**config.mk**
```make
export PLATFORM = sky130hd
export DESIGN_NAME = nme_core
export DESIGN_NICKNAME = d
export VERILOG_FILES = /design/src/rtl/nme_pkg.sv /design/src/rtl/nme_core.sv /design/src/rtl/nme_ram.sv
export SDC_FILE = /design/constraint.sdc
export NUM_CORES = 1
export LEC_CHECK = 0
export ABC_AREA = 1
export CAP_MARGIN = 15
export CORE_ASPECT_RATIO = 1.25
export CORE_MARGIN = 4
export CORE_UTILIZATION = 40
export DETAILED_ROUTE_END_ITERATION = 8
export DONT_BUFFER_PORTS = 1
export SLEW_MARGIN = 30
export SYNTH_ARGS = -nofsm -noshare
export SYNTH_HDL_FRONTEND = slang
export SYNTH_SLANG_ARGS = --single-unit
```
**constraint.sdc**
```tcl
create_clock -name clock -period 4.33 [get_ports clock]
set_input_delay 0.6495 -clock clock [delete_from_list [all_inputs] [get_ports clock]]
set_output_delay 0.6495 -clock clock [all_outputs]
set_load 0.02 [all_outputs]
```
**src/rtl/nme_pkg.sv**
```systemverilog
// Package with opcodes, widths and reset values for the nibble processor core.
package nme_pkg;
  // Instruction cycle is a fixed divide of the 25 MHz clock.
  localparam int CLK_HZ = 25000000;
  localparam int ICYC_NS = 16000;
  localparam int ICYC_CLKS = (ICYC_NS * (CLK_HZ / 1000000)) / 1000;
  localparam logic [8:0] PC_RESET = 9'h000;
  localparam logic [3:0] ACC_RESET = 4'h0;
  localparam logic [3:0] EN_RESET = 4'h0;
  localparam logic [3:0] GPO_RESET = 4'h0;
  localparam logic [2:0] SUBPAGE = 3'h2;
  localparam logic [1:0] FIX_ROW = 2'h3;
  localparam logic [3:0] FIX_DIGIT = 4'hF;
  // First-byte opcodes; OP_PFX and OP_XAD take a second byte.
  localparam logic [7:0] OP_CLEAR_ACC = 8'h00;
  localparam logic [7:0] OP_XOR = 8'h02;
  localparam logic [7:0] OP_SKC = 8'h20;
  localparam logic [7:0] OP_SKE = 8'h21;
  localparam logic [7:0] OP_SC = 8'h22;
  localparam logic [7:0] OP_XAD = 8'h23;
  localparam logic [7:0] OP_ASC = 8'h30;
  localparam logic [7:0] OP_ADD = 8'h31;
  localparam logic [7:0] OP_RC = 8'h32;
  localparam logic [7:0] OP_PFX = 8'h33;
  localparam logic [7:0] OP_COMP = 8'h40;
  localparam logic [7:0] OP_RET = 8'h48;
  localparam logic [7:0] OP_RETSKIP = 8'h49;
  localparam logic [7:0] OP_XCHS = 8'h4F;
  localparam logic [7:0] OP_CAB = 8'h50;
  localparam logic [7:0] OP_CBA = 8'h4E;
  localparam logic [7:0] OP_LQ = 8'hBF;
  localparam logic [7:0] OP_IJ = 8'hFF;
  localparam logic [7:0] OP_BR0 = 8'h4C;
  localparam logic [7:0] OP_BR1 = 8'h45;
  localparam logic [7:0] OP_BR2 = 8'h42;
  localparam logic [7:0] OP_BR3 = 8'h43;
  localparam logic [7:0] OP_BS0 = 8'h4D;
  localparam logic [7:0] OP_BS1 = 8'h47;
  localparam logic [7:0] OP_BS2 = 8'h46;
  localparam logic [7:0] OP_BS3 = 8'h4B;
  // Second bytes after the prefix.
  localparam logic [7:0] P2_HALT = 8'h38;
  localparam logic [7:0] P2_TOQ = 8'h3C;
  localparam logic [7:0] P2_FROMQ = 8'h2C;
  localparam logic [7:0] P2_GZERO = 8'h21;
  localparam logic [7:0] P2_ING = 8'h2A;
  localparam logic [7:0] P2_INL = 8'h2E;
  localparam logic [7:0] P2_OMG = 8'h3A;
  localparam logic [3:0] P2_LEI_HI = 4'h6;
  // Pattern nibbles.
  localparam logic [3:0] NIB_ADD_IMM_SKIP = 4'h5;
  localparam logic [3:0] NIB_JMP = 4'h6;
  localparam logic [3:0] NIB_LD = 4'h5;
  localparam logic [3:0] NIB_X = 4'h6;
  localparam logic [3:0] NIB_XDS = 4'h7;
  localparam logic [3:0] NIB_XIS = 4'h4;
endpackage

```
**src/rtl/nme_core.sv**
```systemverilog
// Instruction decode and execute unit of the 4-bit nibble processor.
`timescale 1ns/100ps
module nme_core #(
  parameter int CYC_CLKS = nme_pkg::ICYC_CLKS
) (
  // Clock and reset.
  input wire logic clock,
  input wire logic reset,
  // Program memory, combinational read.
  output logic [8:0] rom_addr,
  input wire logic [7:0] rom_data,
  // General port, input pins and output latch.
  input wire logic [3:0] gport_in,
  output logic [3:0] gport_out,
  // Byte port with tristate driver.
  input wire logic [7:0] lport_in,
  output logic [7:0] lport_out,
  output logic [7:0] lport_oe,
  // Serial shift/counter data and clock output.
  input wire logic serial_in,
  output logic serial_out,
  output logic clock_out_pin,
  // Status.
  output logic halted
);
  typedef enum logic [1:0] {S_FETCH, S_SECOND, S_IND, S_HALT} nme_state_type;

  initial
  begin
    if (CYC_CLKS < 2)
    begin
      $error("nme_core: CYC_CLKS too small");
    end
  end

  logic [15:0] div_ff;
  logic [15:0] nxt_div;
  logic tick;
  nme_state_type state_ff;
  nme_state_type nxt_state;
  logic [8:0] program_counter_ff, nxt_pc;
  logic [8:0] return_slot_first_ff, nxt_sa;
  logic [8:0] return_slot_second_ff, nxt_sb;
  logic [3:0] acc_ff, nxt_acc;
  logic carry_ff, nxt_carry;
  logic [1:0] row_pointer_ff, nxt_row;
  logic [3:0] digit_pointer_ff, nxt_digit;
  logic [3:0] en_ff, nxt_en;
  logic [3:0] gpo_ff, nxt_gpo;
  logic [7:0] q_ff, nxt_q;
  logic [3:0] shift_counter_reg_ff, nxt_sio;
  logic clock_out_latch_ff, nxt_skl;
  logic skip_ff, nxt_skip;
  logic lbi_ff, nxt_lbi;
  logic [7:0] op1_ff, nxt_op1;
  logic si_prev_ff, nxt_si_prev;
  logic [3:0] ram_rd;
  logic ram_we;
  logic [5:0] ram_wa, ram_ra;
  logic [3:0] ram_wd;
  logic [4:0] sum;
  logic is_lbi;
  logic two_byte;

  // Instruction cycle enable from the clock divider.
  always_comb
  begin
    tick = (div_ff == 16'(CYC_CLKS - 1));
    nxt_div = tick ? 16'h0000 : div_ff + 16'h0001;
  end

  always_ff @(posedge clock)
  begin
    if (reset)
    begin
      div_ff <= 16'h0000;
    end
    else
    begin
      div_ff <= nxt_div;
    end
  end

  nme_ram #(
    .ROWS(4)
  ) u_ram (
    .clock(clock),
    .wr_en(ram_we),
    .wr_addr(ram_wa),
    .wr_data(ram_wd),
    .rd_addr(ram_ra),
    .rd_data(ram_rd)
  );

  // Pointer immediate is 00rd with low nibble 8..F, excluding the clear-accumulator opcode.
  always_comb
  begin
    is_lbi = (rom_data[7:6] == 2'b00) && (rom_data[3:0] inside {4'hF, 4'h8, 4'h9, 4'hA,
             4'hB, 4'hC, 4'hD, 4'hE}) && !(rom_data == nme_pkg::OP_CLEAR_ACC);
    two_byte = (rom_data == nme_pkg::OP_PFX) || (rom_data == nme_pkg::OP_XAD) ||
               (rom_data[7:4] == nme_pkg::NIB_JMP);
  end

  // Program memory address: indirect table lookup or the program counter.
  always_comb
  begin
    if (state_ff == S_IND)
    begin
      rom_addr = {program_counter_ff[8], acc_ff, ram_rd};
    end
    else
    begin
      rom_addr = program_counter_ff;
    end
  end

  // Decode and execute, one byte per instruction cycle.
  always_comb
  begin
    nxt_state = state_ff;
    nxt_pc = program_counter_ff;
    nxt_sa = return_slot_first_ff;
    nxt_sb = return_slot_second_ff;
    nxt_acc = acc_ff;
    nxt_carry = carry_ff;
    nxt_row = row_pointer_ff;
    nxt_digit = digit_pointer_ff;
    nxt_en = en_ff;
    nxt_gpo = gpo_ff;
    nxt_q = q_ff;
    nxt_sio = shift_counter_reg_ff;
    nxt_skl = clock_out_latch_ff;
    nxt_skip = skip_ff;
    nxt_lbi = lbi_ff;
    nxt_op1 = op1_ff;
    nxt_si_prev = si_prev_ff;
    ram_we = 1'b0;
    ram_wa = {row_pointer_ff, digit_pointer_ff};
    ram_ra = {row_pointer_ff, digit_pointer_ff};
    ram_wd = 4'h0;
    sum = 5'h00;
    if (state_ff == S_SECOND && op1_ff == nme_pkg::OP_XAD)
    begin
      ram_ra = {nme_pkg::FIX_ROW, nme_pkg::FIX_DIGIT};
      ram_wa = {nme_pkg::FIX_ROW, nme_pkg::FIX_DIGIT};
    end
    // Serial register: counter on falling input, else shifts each cycle.
    if (tick && state_ff != S_HALT)
    begin
      nxt_si_prev = serial_in;
      if (en_ff[0])
      begin
        if (si_prev_ff && !serial_in)
        begin
          nxt_sio = shift_counter_reg_ff - 4'h1;
        end
      end
      else
      begin
        nxt_sio = {shift_counter_reg_ff[2:0], serial_in};
      end
    end
    if (tick)
    begin
      unique case (state_ff)
        S_HALT:
        begin
          nxt_state = S_HALT;
        end
        S_IND:
        begin
          // Second cycle of an indirect instruction.
          if (op1_ff == nme_pkg::OP_IJ)
          begin
            nxt_pc = {program_counter_ff[8], rom_data};
          end
          else
          begin
            nxt_q = rom_data;
            nxt_pc = return_slot_first_ff;
            nxt_sa = return_slot_second_ff;
          end
          nxt_state = S_FETCH;
        end
        S_SECOND:
        begin
          nxt_pc = program_counter_ff + 9'h001;
          nxt_state = S_FETCH;
          if (skip_ff)
          begin
            nxt_skip = 1'b0;
          end
          else if (op1_ff == nme_pkg::OP_XAD)
          begin
            nxt_acc = ram_rd;
            ram_we = 1'b1;
            ram_wd = acc_ff;
          end
          else if (op1_ff[7:4] == nme_pkg::NIB_JMP)
          begin
            nxt_pc = {op1_ff[0], rom_data};
            if (op1_ff[3])
            begin
              nxt_sa = program_counter_ff + 9'h001;
              nxt_sb = return_slot_first_ff;
            end
          end
          else if (rom_data[7:4] == nme_pkg::P2_LEI_HI)
          begin
            nxt_en = rom_data[3:0];
          end
          else
          begin
            unique case (rom_data)
              nme_pkg::P2_HALT: nxt_state = S_HALT;
              nme_pkg::P2_TOQ: nxt_q = {acc_ff, ram_rd};
              nme_pkg::P2_FROMQ:
              begin
                nxt_acc = q_ff[3:0];
                ram_we = 1'b1;
                ram_wd = q_ff[7:4];
              end
              nme_pkg::P2_GZERO: nxt_skip = (gport_in == 4'h0);
              nme_pkg::P2_ING: nxt_acc = gport_in;
              nme_pkg::P2_INL:
              begin
                nxt_acc = lport_in[3:0];
                ram_we = 1'b1;
                ram_wd = lport_in[7:4];
              end
              nme_pkg::P2_OMG: nxt_gpo = ram_rd;
              default: nxt_acc = acc_ff;
            endcase
          end
        end
        S_FETCH:
        begin
          nxt_pc = program_counter_ff + 9'h001;
          nxt_op1 = rom_data;
          nxt_lbi = is_lbi;
          if (skip_ff || (is_lbi && lbi_ff))
          begin
            // Skipped byte; a two-byte op also skips its second byte.
            nxt_skip = two_byte;
            if (two_byte)
            begin
              nxt_state = S_SECOND;
            end
          end
          else if (two_byte)
          begin
            nxt_state = S_SECOND;
          end
          else if (rom_data == nme_pkg::OP_IJ || rom_data == nme_pkg::OP_LQ)
          begin
            nxt_state = S_IND;
            if (rom_data == nme_pkg::OP_LQ)
            begin
              nxt_sa = program_counter_ff + 9'h001;
              nxt_sb = return_slot_first_ff;
            end
          end
          else if (rom_data[7:6] == 2'b11)
          begin
            if (program_counter_ff[8:7] == 2'b01)
            begin
              nxt_pc = {program_counter_ff[8:7], rom_data[6:0]};
            end
            else
            begin
              nxt_pc = {program_counter_ff[8:6], rom_data[5:0]};
            end
          end
          else if (rom_data[7] && program_counter_ff[8:7] == 2'b01)
          begin
            nxt_pc = {program_counter_ff[8:7], rom_data[6:0]};
          end
          else if (rom_data[7:6] == 2'b10)
          begin
            nxt_sa = program_counter_ff + 9'h001;
            nxt_sb = return_slot_first_ff;
            nxt_pc = {nme_pkg::SUBPAGE, rom_data[5:0]};
          end
          else if (rom_data[7:4] == nme_pkg::NIB_ADD_IMM_SKIP)
          begin
            sum = {1'b0, acc_ff} + {1'b0, rom_data[3:0]};
            if (rom_data == nme_pkg::OP_CAB)
            begin
              nxt_digit = acc_ff;
            end
            else
            begin
              nxt_acc = sum[3:0];
              nxt_skip = sum[4];
            end
          end
          else if (rom_data[7:4] == 4'h7)
          begin
            ram_we = 1'b1;
            ram_wd = rom_data[3:0];
            nxt_digit = digit_pointer_ff + 4'h1;
          end
          else if (is_lbi)
          begin
            nxt_row = rom_data[5:4];
            nxt_digit = rom_data[3:0] + 4'h1;
          end
          else if (rom_data[7:6] == 2'b00 && rom_data[3:0] == nme_pkg::NIB_LD)
          begin
            nxt_acc = ram_rd;
            nxt_row = row_pointer_ff ^ rom_data[5:4];
          end
          else if (rom_data[7:6] == 2'b00 && rom_data[3:0] inside {nme_pkg::NIB_X,
                   nme_pkg::NIB_XDS, nme_pkg::NIB_XIS})
          begin
            nxt_acc = ram_rd;
            ram_we = 1'b1;
            ram_wd = acc_ff;
            nxt_row = row_pointer_ff ^ rom_data[5:4];
            if (rom_data[3:0] == nme_pkg::NIB_XDS)
            begin
              nxt_digit = digit_pointer_ff - 4'h1;
              nxt_skip = (digit_pointer_ff == 4'h0);
            end
            else if (rom_data[3:0] == nme_pkg::NIB_XIS)
            begin
              nxt_digit = digit_pointer_ff + 4'h1;
              nxt_skip = (digit_pointer_ff == 4'hF);
            end
          end
          else
          begin
            unique case (rom_data)
              nme_pkg::OP_ASC:
              begin
                sum = {1'b0, acc_ff} + {1'b0, ram_rd} + {4'h0, carry_ff};
                nxt_acc = sum[3:0];
                nxt_carry = sum[4];
                nxt_skip = sum[4];
              end
              nme_pkg::OP_ADD: nxt_acc = acc_ff + ram_rd;
              nme_pkg::OP_XOR: nxt_acc = acc_ff ^ ram_rd;
              nme_pkg::OP_CLEAR_ACC: nxt_acc = 4'h0;
              nme_pkg::OP_COMP: nxt_acc = ~acc_ff;
              nme_pkg::OP_RC: nxt_carry = 1'b0;
              nme_pkg::OP_SC: nxt_carry = 1'b1;
              nme_pkg::OP_SKC: nxt_skip = carry_ff;
              nme_pkg::OP_SKE: nxt_skip = (acc_ff == ram_rd);
              nme_pkg::OP_CBA: nxt_acc = digit_pointer_ff;
              nme_pkg::OP_RET, nme_pkg::OP_RETSKIP:
              begin
                nxt_pc = return_slot_first_ff;
                nxt_sa = return_slot_second_ff;
                nxt_skip = rom_data[0];
              end
              nme_pkg::OP_XCHS:
              begin
                nxt_acc = shift_counter_reg_ff;
                nxt_sio = acc_ff;
                nxt_skl = carry_ff;
              end
              nme_pkg::OP_BR0, nme_pkg::OP_BR1, nme_pkg::OP_BR2, nme_pkg::OP_BR3,
              nme_pkg::OP_BS0, nme_pkg::OP_BS1, nme_pkg::OP_BS2, nme_pkg::OP_BS3:
              begin
                ram_we = 1'b1;
                ram_wd = ram_rd;
                unique case (rom_data)
                  nme_pkg::OP_BR0: ram_wd[0] = 1'b0;
                  nme_pkg::OP_BR1: ram_wd[1] = 1'b0;
                  nme_pkg::OP_BR2: ram_wd[2] = 1'b0;
                  nme_pkg::OP_BR3: ram_wd[3] = 1'b0;
                  nme_pkg::OP_BS0: ram_wd[0] = 1'b1;
                  nme_pkg::OP_BS1: ram_wd[1] = 1'b1;
                  nme_pkg::OP_BS2: ram_wd[2] = 1'b1;
                  default: ram_wd[3] = 1'b1;
                endcase
              end
              default: nxt_acc = acc_ff;
            endcase
          end
        end
      endcase
    end
  end

  // Register every piece of processor state except the divider and the RAM on the clock.
  always_ff @(posedge clock)
  begin
    if (reset)
    begin
      state_ff <= S_FETCH;
      program_counter_ff <= nme_pkg::PC_RESET;
      return_slot_first_ff <= 9'h000;
      return_slot_second_ff <= 9'h000;
      acc_ff <= nme_pkg::ACC_RESET;
      carry_ff <= 1'b0;
      row_pointer_ff <= 2'h0;
      digit_pointer_ff <= 4'h0;
      en_ff <= nme_pkg::EN_RESET;
      gpo_ff <= nme_pkg::GPO_RESET;
      q_ff <= 8'h00;
      shift_counter_reg_ff <= 4'h0;
      clock_out_latch_ff <= 1'b1;
      skip_ff <= 1'b0;
      lbi_ff <= 1'b0;
      op1_ff <= 8'h00;
      si_prev_ff <= 1'b0;
    end
    else
    begin
      state_ff <= nxt_state;
      program_counter_ff <= nxt_pc;
      return_slot_first_ff <= nxt_sa;
      return_slot_second_ff <= nxt_sb;
      acc_ff <= nxt_acc;
      carry_ff <= nxt_carry;
      row_pointer_ff <= nxt_row;
      digit_pointer_ff <= nxt_digit;
      en_ff <= nxt_en;
      gpo_ff <= nxt_gpo;
      q_ff <= nxt_q;
      shift_counter_reg_ff <= nxt_sio;
      clock_out_latch_ff <= nxt_skl;
      skip_ff <= nxt_skip;
      lbi_ff <= nxt_lbi;
      op1_ff <= nxt_op1;
      si_prev_ff <= nxt_si_prev;
    end
  end

  // Pins: clock output is a gated half-cycle sync in shift mode.
  assign gport_out = gpo_ff;
  assign lport_out = q_ff;
  assign lport_oe = {8{en_ff[2]}};
  assign serial_out = en_ff[0] ? en_ff[3] : (en_ff[3] & shift_counter_reg_ff[3]);
  assign clock_out_pin = en_ff[0] ? clock_out_latch_ff :
                         (clock_out_latch_ff & (div_ff < 16'(CYC_CLKS / 2)));
  assign halted = (state_ff == S_HALT);
endmodule

```
**src/rtl/nme_ram.sv**
```systemverilog
// Flip-flop data memory of nibbles, addressed by row and digit pointer.
`timescale 1ns/100ps
module nme_ram #(
  parameter int ROWS = 4
) (
  // Clock and write port.
  input wire logic clock,
  input wire logic wr_en,
  input wire logic [5:0] wr_addr,
  input wire logic [3:0] wr_data,
  // Read port.
  input wire logic [5:0] rd_addr,
  output logic [3:0] rd_data
);
  logic [3:0] mem_ff [ROWS*16];
  logic [3:0] nxt_mem [ROWS*16];

  initial
  begin
    if (ROWS < 1 || ROWS > 4)
    begin
      $error("nme_ram: ROWS out of range");
    end
  end

  // Contents are not cleared at reset, matching the device.
  generate
    for (genvar i = 0; i < ROWS*16; i++)
    begin : g_cell
      always_comb
      begin
        nxt_mem[i] = (wr_en && wr_addr == 6'(i)) ? wr_data : mem_ff[i];
      end
      always_ff @(posedge clock)
      begin
        mem_ff[i] <= nxt_mem[i];
      end
    end
  endgenerate

  assign rd_data = mem_ff[rd_addr[$clog2(ROWS*16)-1:0]];
endmodule

```
==> After elaboration in Yosys (flattened, before gate mapping) <==
Memories as Yosys holds them, arrays and structs flattened.
Index checks and enable logic that the tools add are counted.
{ "classes": {"eq_ne": 235, "n_reduce_logical": 179, "addsub": 10, "bitwise_logic": 20, "muxes": 434, "order_cmp": 1} }
{ "ops": {"columns": ["operator", "n"], "rows": [
  ["$mux 4", 185],
  ["$mux 9", 45],
  ["$mux 6", 64],
  ["$reduce_or 4->1", 63],
  ["$eq 6x6->1 const B", 32],
  ["$eq 8x6->1 const B", 15],
  ["$eq 8x7->1 const B", 14],
  ["$mux 1", 102],
  ["$eq 6x5->1 const B", 16],
  ["$logic_and 1x1->1", 73],
  ["$ne 1x1->1 const B", 64],
  ["$mux 8", 7],
  ["$pmux 9 s3", 2],
  ["$eq 6x4->1 const B", 8],
  ["$ne 3x3->1 const B", 15],
  ["$ne 4x4->1 const B", 11],
  ["$eq 4x4->1 const B", 9],
  ["$eq 4x3->1 const B", 8],
  ["$pmux 4 s7", 1],
  ["$reduce_and 14->1", 2],
  ["$ne 2x2->1 const B", 13],
  ["$eq 6x3->1 const B", 4],
  ["$eq 8x8->1 const B", 3],
  ["$mux 2", 12],
  ["62 further kinds", 111]
]} }
{ "totals": {"word_cells": 901, "out_inout_bits": 32, "register_bits": 88, "in_bits": 23, "n_memories": 1, "ramBits": 256} }
{ "memory_table": {"columns": ["memory", "words", "word_bits", "read_ports", "rd_ports_with_merged_regs", "write_ports", "line_no", "text"], "rows": [
  ["u_ram.mem_ff", 64, 4, 1, 0, 1, "nme_ram.sv:15", "logic [3:0] mem_ff [ROWS*16];"]
]} }

==> Longest topological paths before layout <==
An unclocked memory read counts as a cell.
{ "logic_depth": {"word_depth": 83, "ltp_mapped": 29, "ltp_nobuf": 27} }

==> Modules after synthesis <==
From an unflattened synthesis, not the netlist that was laid out.
{ "hier_totals": {"cells_unflattened": 2180, "area_unflattened_um2": 18051.1} }
{ "modules_own_cells": {"columns": ["mod", "seq_area_each_um2", "cells_each", "area_per_inst_um2", "instances"], "rows": [
  ["nme_ram", 7687.4, 958, 10805.4, 1],
  ["nme_core", 1741.7, 1222, 7245.7, 1]
]} }

==> Worst setup path before layout <==
OpenSTA, ideal clock, no wires.
{ "synth_path": {"kind": "input port to flip-flop", "startpoint": "input rom_data[0]", "endpoint": "memory u_ram.mem_ff[0][0] (data pin)", "path_buffers": 0, "arrival_ns": 3.889, "setup_ns": 0.549, "path_slack_ns": -0.107, "path_stages": 15, "required_ns": 3.781, "path_cell_list": "inv_1 ha_1 inv_1 nor2_1 nor3_1 nand2_1 nand2_1 inv_2 nand2_1 nand2_1 inv_1 nand2_2 nor2_1 nand2_1 a21oi_1"} }
{ "synth_via": {"word_cells_on_any_way": 396, "cone_classes": "eq/ne: 89; mux: 166; reduce/logical: 141"} }
{ "synth_rtl": {"columns": ["item", "line_no", "text"], "rows": [
  ["start: declaration", "nme_core.sv:11", "input wire logic [7:0] rom_data,"],
  ["$eq 8x7->1 (tied with other cells)", "nme_core.sv:333", "unique case (rom_data)"],
  ["$reduce_or 8->1 (tied with other cells)", "nme_core.sv:333", null],
  ["$mux 4 / $logic_and 1x1->1 (equally long branches)", "nme_core.sv:333, nme_core.sv:313", null],
  ["$mux 4", "nme_core.sv:313", "else if (rom_data[7:6] == 2'b00 && rom_data[3:0] inside {nme_pkg::NIB_X,"],
  ["$mux 4", "nme_core.sv:308", "else if (rom_data[7:6] == 2'b00 && rom_data[3:0] == nme_pkg::NIB_LD)"],
  ["$mux 4", "nme_core.sv:303", "else if (is_lbi)"],
  ["$mux 4", "nme_core.sv:297", "else if (rom_data[7:4] == 4'h7)"],
  ["$mux 4", "nme_core.sv:284", "else if (rom_data[7:4] == nme_pkg::NIB_ADD_IMM_SKIP)"],
  ["[... 4 more ...]", null, null],
  ["$mux 4", "nme_core.sv:250", "else if (two_byte)"],
  ["$mux 4", "nme_core.sv:241", "if (skip_ff || (is_lbi && lbi_ff))"],
  ["$pmux 4 s2 *", "nme_core.sv:165", "unique case (state_ff)"],
  ["$mux 4 *", "nme_core.sv:163", "if (tick)"],
  ["named net ram_wd[0]", "nme_core.sv:60", "logic [3:0] ram_wd;"],
  ["$mux 4", "nme_ram.sv:32", "nxt_mem[i] = (wr_en && wr_addr == 6'(i)) ? wr_data : mem_ff[i];"],
  ["$mux 4 (no source line) (62 in series)", null, null],
  ["$mux 4 (no source line) *", null, null],
  ["end: declaration", "nme_ram.sv:15", null]
]} }
The timed path passes the listed nets; every way through them passes the cells marked *. The select of a mux whose other input is x is not followed.

==> Worst setup path after layout <==
{ "layout_path": {"startpoint": "register op1_ff[3]", "endpoint": "output rom_addr[0]"} }
{ "layout_via": {"elab_chain_len": 5} }
{ "layout_lines": {"columns": ["item", "line_no", "text"], "rows": [
  ["start: declaration", "nme_core.sv:55", "logic [7:0] op1_ff, nxt_op1;"],
  ["start signal: assignment", "nme_core.sv:426", "op1_ff <= nxt_op1;"],
  ["$eq 8x6->1", "nme_core.sv:142", "if (state_ff == S_SECOND && op1_ff == nme_pkg::OP_XAD)"],
  ["$logic_and 1x1->1", "nme_core.sv:142", null],
  ["$mux 6", "nme_core.sv:142", null],
  ["$mem_v2 64x4", null, null],
  ["named net ram_rd[0]", "nme_core.sv:57", "logic [3:0] ram_rd;"],
  ["$mux 8", "nme_core.sv:107", "if (state_ff == S_IND)"],
  ["end: declaration", "nme_core.sv:10", "output logic [8:0] rom_addr,"]
]} }
The timed path passes the listed nets, and every way through them passes these cells.

==> results.json <==
{
  "status": "complete, no violations",
  "worstReg2RegStart": "op1_ff[3]",
  "die_area_um2": 47900,
  "crit_chain": "inv_1 -> nand2_1 -> nor2_2 -> nand3_4 -> nand2_1 -> buf_12 -> inv_2 -> nand2_1 -> nand2_1 -> nor2_1 -> nor2_1 -> nor2_1 -> nand2_1 -> nand2_1 -> nand2_1 -> nor2_4 -> buf_4 -> nand2_1 -> o21ai_0 -> buf_4",
  "core_area_um2": 44000,
  "synth-seq-area-share_pct": 53.1,
  "antenna_found_initial": 2,
  "yosysTopAreaCellShare_pct": 43.3,
  "clock_path_buffers": 3,
  "cts_made_buffers": 38,
  "cp_common_cell": "nand2_1",
  "peakVddDrop_uv": 329,
  "rsz0062_at_grt": "yes",
  "die_width_um": 196,
  "n_antenna_cell": 0,
  "synth_area_um2": 17800,
  "synthCells": 2071,
  "finalSetupTns_ps": 0,
  "syn_to_final_growth_pct": 14.3,
  "period_share_pct": 95.6,
  "slew_violations": 0,
  "syn_avg_cell_area_um2": 8.58,
  "final_util_pct": 46.1,
  "final_cell_mix": "nand2_1 (397), nor2_1 (296), inv_1 (258)",
  "dr.pass1.iters": 5,
  "fmax_mhz": 242,
  "dpl_cell_area_um2": 19100,
  "critPathLaunchType": "register",
  "setup_viol": 0,
  "cp_max_fo": 18,
  "portBuffers": 0,
  "ys_ff_latch": 343,
  "drv_cap": 0,
  "leakagePower_nw": 7.99,
  "num_rows": 86,
  "grt_pass1_wl_um": 90300,
  "ctsHoldBuffers": 0,
  "max_slew_margin_pct": 30.7,
  "period_needed_ps": 4140,
  "fillers": 4247,
  "dp_worst_setup_slack_ps": 172,
  "nNetsFinal": 2199,
  "drive_gt1_share_pct": 11.5,
  "layout_setup_ws_ps": 190,
  "cp.arrival_ps": 3490,
  "htreeDepth": 2,
  "grt_usage_pct": 24.7,
  "cts_sinks": 343,
  "grt_overflow_total": 0,
  "final_common_cell": "nand2_1",
  "ios": 55,
  "vias": 15000,
  "post_drt_wl_per_cell_um": 21.9,
  "fin_worst_skew_ps": 25.8,
  "hold_path.class": "in -> reg",
  "cts_setup_buffers": 0,
  "critPathSlowestCell": "dfxtp_1",
  "yosysTopAreaCell": "edfxtp_1",
  "grt_max_degree": 65,
  "yosysWarnings": 0,
  "startpoint": "op1_ff[3]",
  "pwr_density_cell_nw_per_um2": 334,
  "synth.distinct_cells": 60,
  "root_buffer": "clkbuf_16",
  "endpoint_kind": "primary output",
  "drt_iter0_markers": 1217,
  "gp_congestion": 1.00,
  "synth_ff_type": "edfxtp_1",
  "clk_latency_ps": 560,
  "grt_pass1_vias": 14900,
  "ant_nets": 0,
  "required_ps": 3680,
  "synth.area.top_cells": "edfxtp_1 (43%), dfxtp_1 (9.8%), nand2_1 (8.4%), nor2_1 (6.3%), inv_1 (5.5%)",
  "hold_viol": 0,
  "die_h_um": 244,
  "path_clk_slew_ps": 60,
  "hold_start": "reset",
  "tritoncts": "yes",
  "async_flop_share_pct": 0,
  "viasPerCell": 5.44,
  "hpwl_um": 43600,
  "synth_edf_count": 256,
  "final_design_area_no_fill_um2": 20300,
  "critical_path_class": "reg -> out",
  "crit_path_max_incr_delay_ps": 300,
  "drc": 0,
  "tightest_slew_ps": 1030,
  "start_util_pct": 40.4,
  "syn_nets": 2115,
  "drt_wl_total_um": 60400
}
-- sequential cells by signal (all words and copies together), names as in the netlist, 3 cells and up --
signal	cells
lport_out	8
acc_ff	4
program_counter_ff	9
div_ff	16
en_ff	3
shift_counter_reg_ff	4
return_slot_first_ff	9
op1_ff	8
digit_pointer_ff	4
gport_out	4
return_slot_second_ff	9
u_ram.mem_ff	256
-- worst max-delay path: cells and delay by family, from the launching register on --
family / cells / cell delay [ps]
simple gates: 14 / 1700
compound gates: 1 / 100
flops: 1 / 300
buf+inv: 5 / 810
-- cells in the mapped netlist, types with 5 or more instances --
library cell,instances
a211oi_1,24
a21oi_1,106
a31oi_1,23
buf_2,27
buf_4,16
clkbuf_1,38
clkinv_1,5
dfxtp_1,87
edfxtp_1,256
ha_1,17
inv_1,259
inv_2,19
nand2_1,397
nand2_2,9
nand3_1,63
nand3b_1,70
nand4_1,8
nor2_1,300
nor2_2,9
nor3_1,28
nor4_1,8
o2111ai_1,5
o211ai_1,9
o21ai_0,161
o21ai_1,19
o221ai_1,5
o22ai_1,30
xor2_1,13
-- where the power goes --
group	total, W	switching (W)	internal (W)
combinational	0.000138	0.0000990	0.0000389
clock	0.00315	0.00132	0.00183
sequential	0.00349	0.00000137	0.00349
-- through the flow --
step	power [W]	hold slack, ps	instances
floorplan	0.00366	418	2071
global placement	0.00369	427	2687
detailed placement	0.00369	434	2687
CTS	0.00684	139	2755
global route	0.00698	155	2755
finish	0.00677	178	2755
-- final timing paths --
check	endpoint	slack (ps)	cells past startpoint
worst min register to register	div_ff[0]	440	1
worst max-delay path	rom_addr[0]	190	20
worst max register to register	skip_ff	240	28
worst min-delay path	en_ff[2]	180	1
-- cells by family after synthesis --
group / synth area share (%)
flops: 53.1
compound gates: 12.9
buf+inv: 8.54
fa+ha+maj: 1.65
xor+xnor: 0.789
simple gates: 23.0
-- routing by layer --
layer / global-route usage (%) / wire [um] / share of wire (%) / vias to the layer above
met5: 0 / 0 / 0 / -
met4: 14.2 / 4030 / 6.7 / 0
met3: 3.96 / 3340 / 5.5 / 191
met2: 44.3 / 30700 / 51 / 519
met1: 27.7 / 22300 / 37 / 7151
li1: - / - / - / 7122
-- layout make-up --
class	instances	area, um^2	area share (%)
Sequential cell	343	9430	46.4
Multi-Input combinational cell	1358	6870	33.8
Tap cell	572	716	3.52
Clock inverter	21	176	0.869
Inverter	284	1070	5.26
Timing Repair Buffer	130	1040	5.11
Clock buffer	47	1010	4.95
-- what timing repair did --
action                                  in CTS  in global routing
endpoints found under the hold margin        0                  0
gates resized for setup                      0                  6
endpoints found under the setup margin       0                134
(Power assumes the default switching activity.)
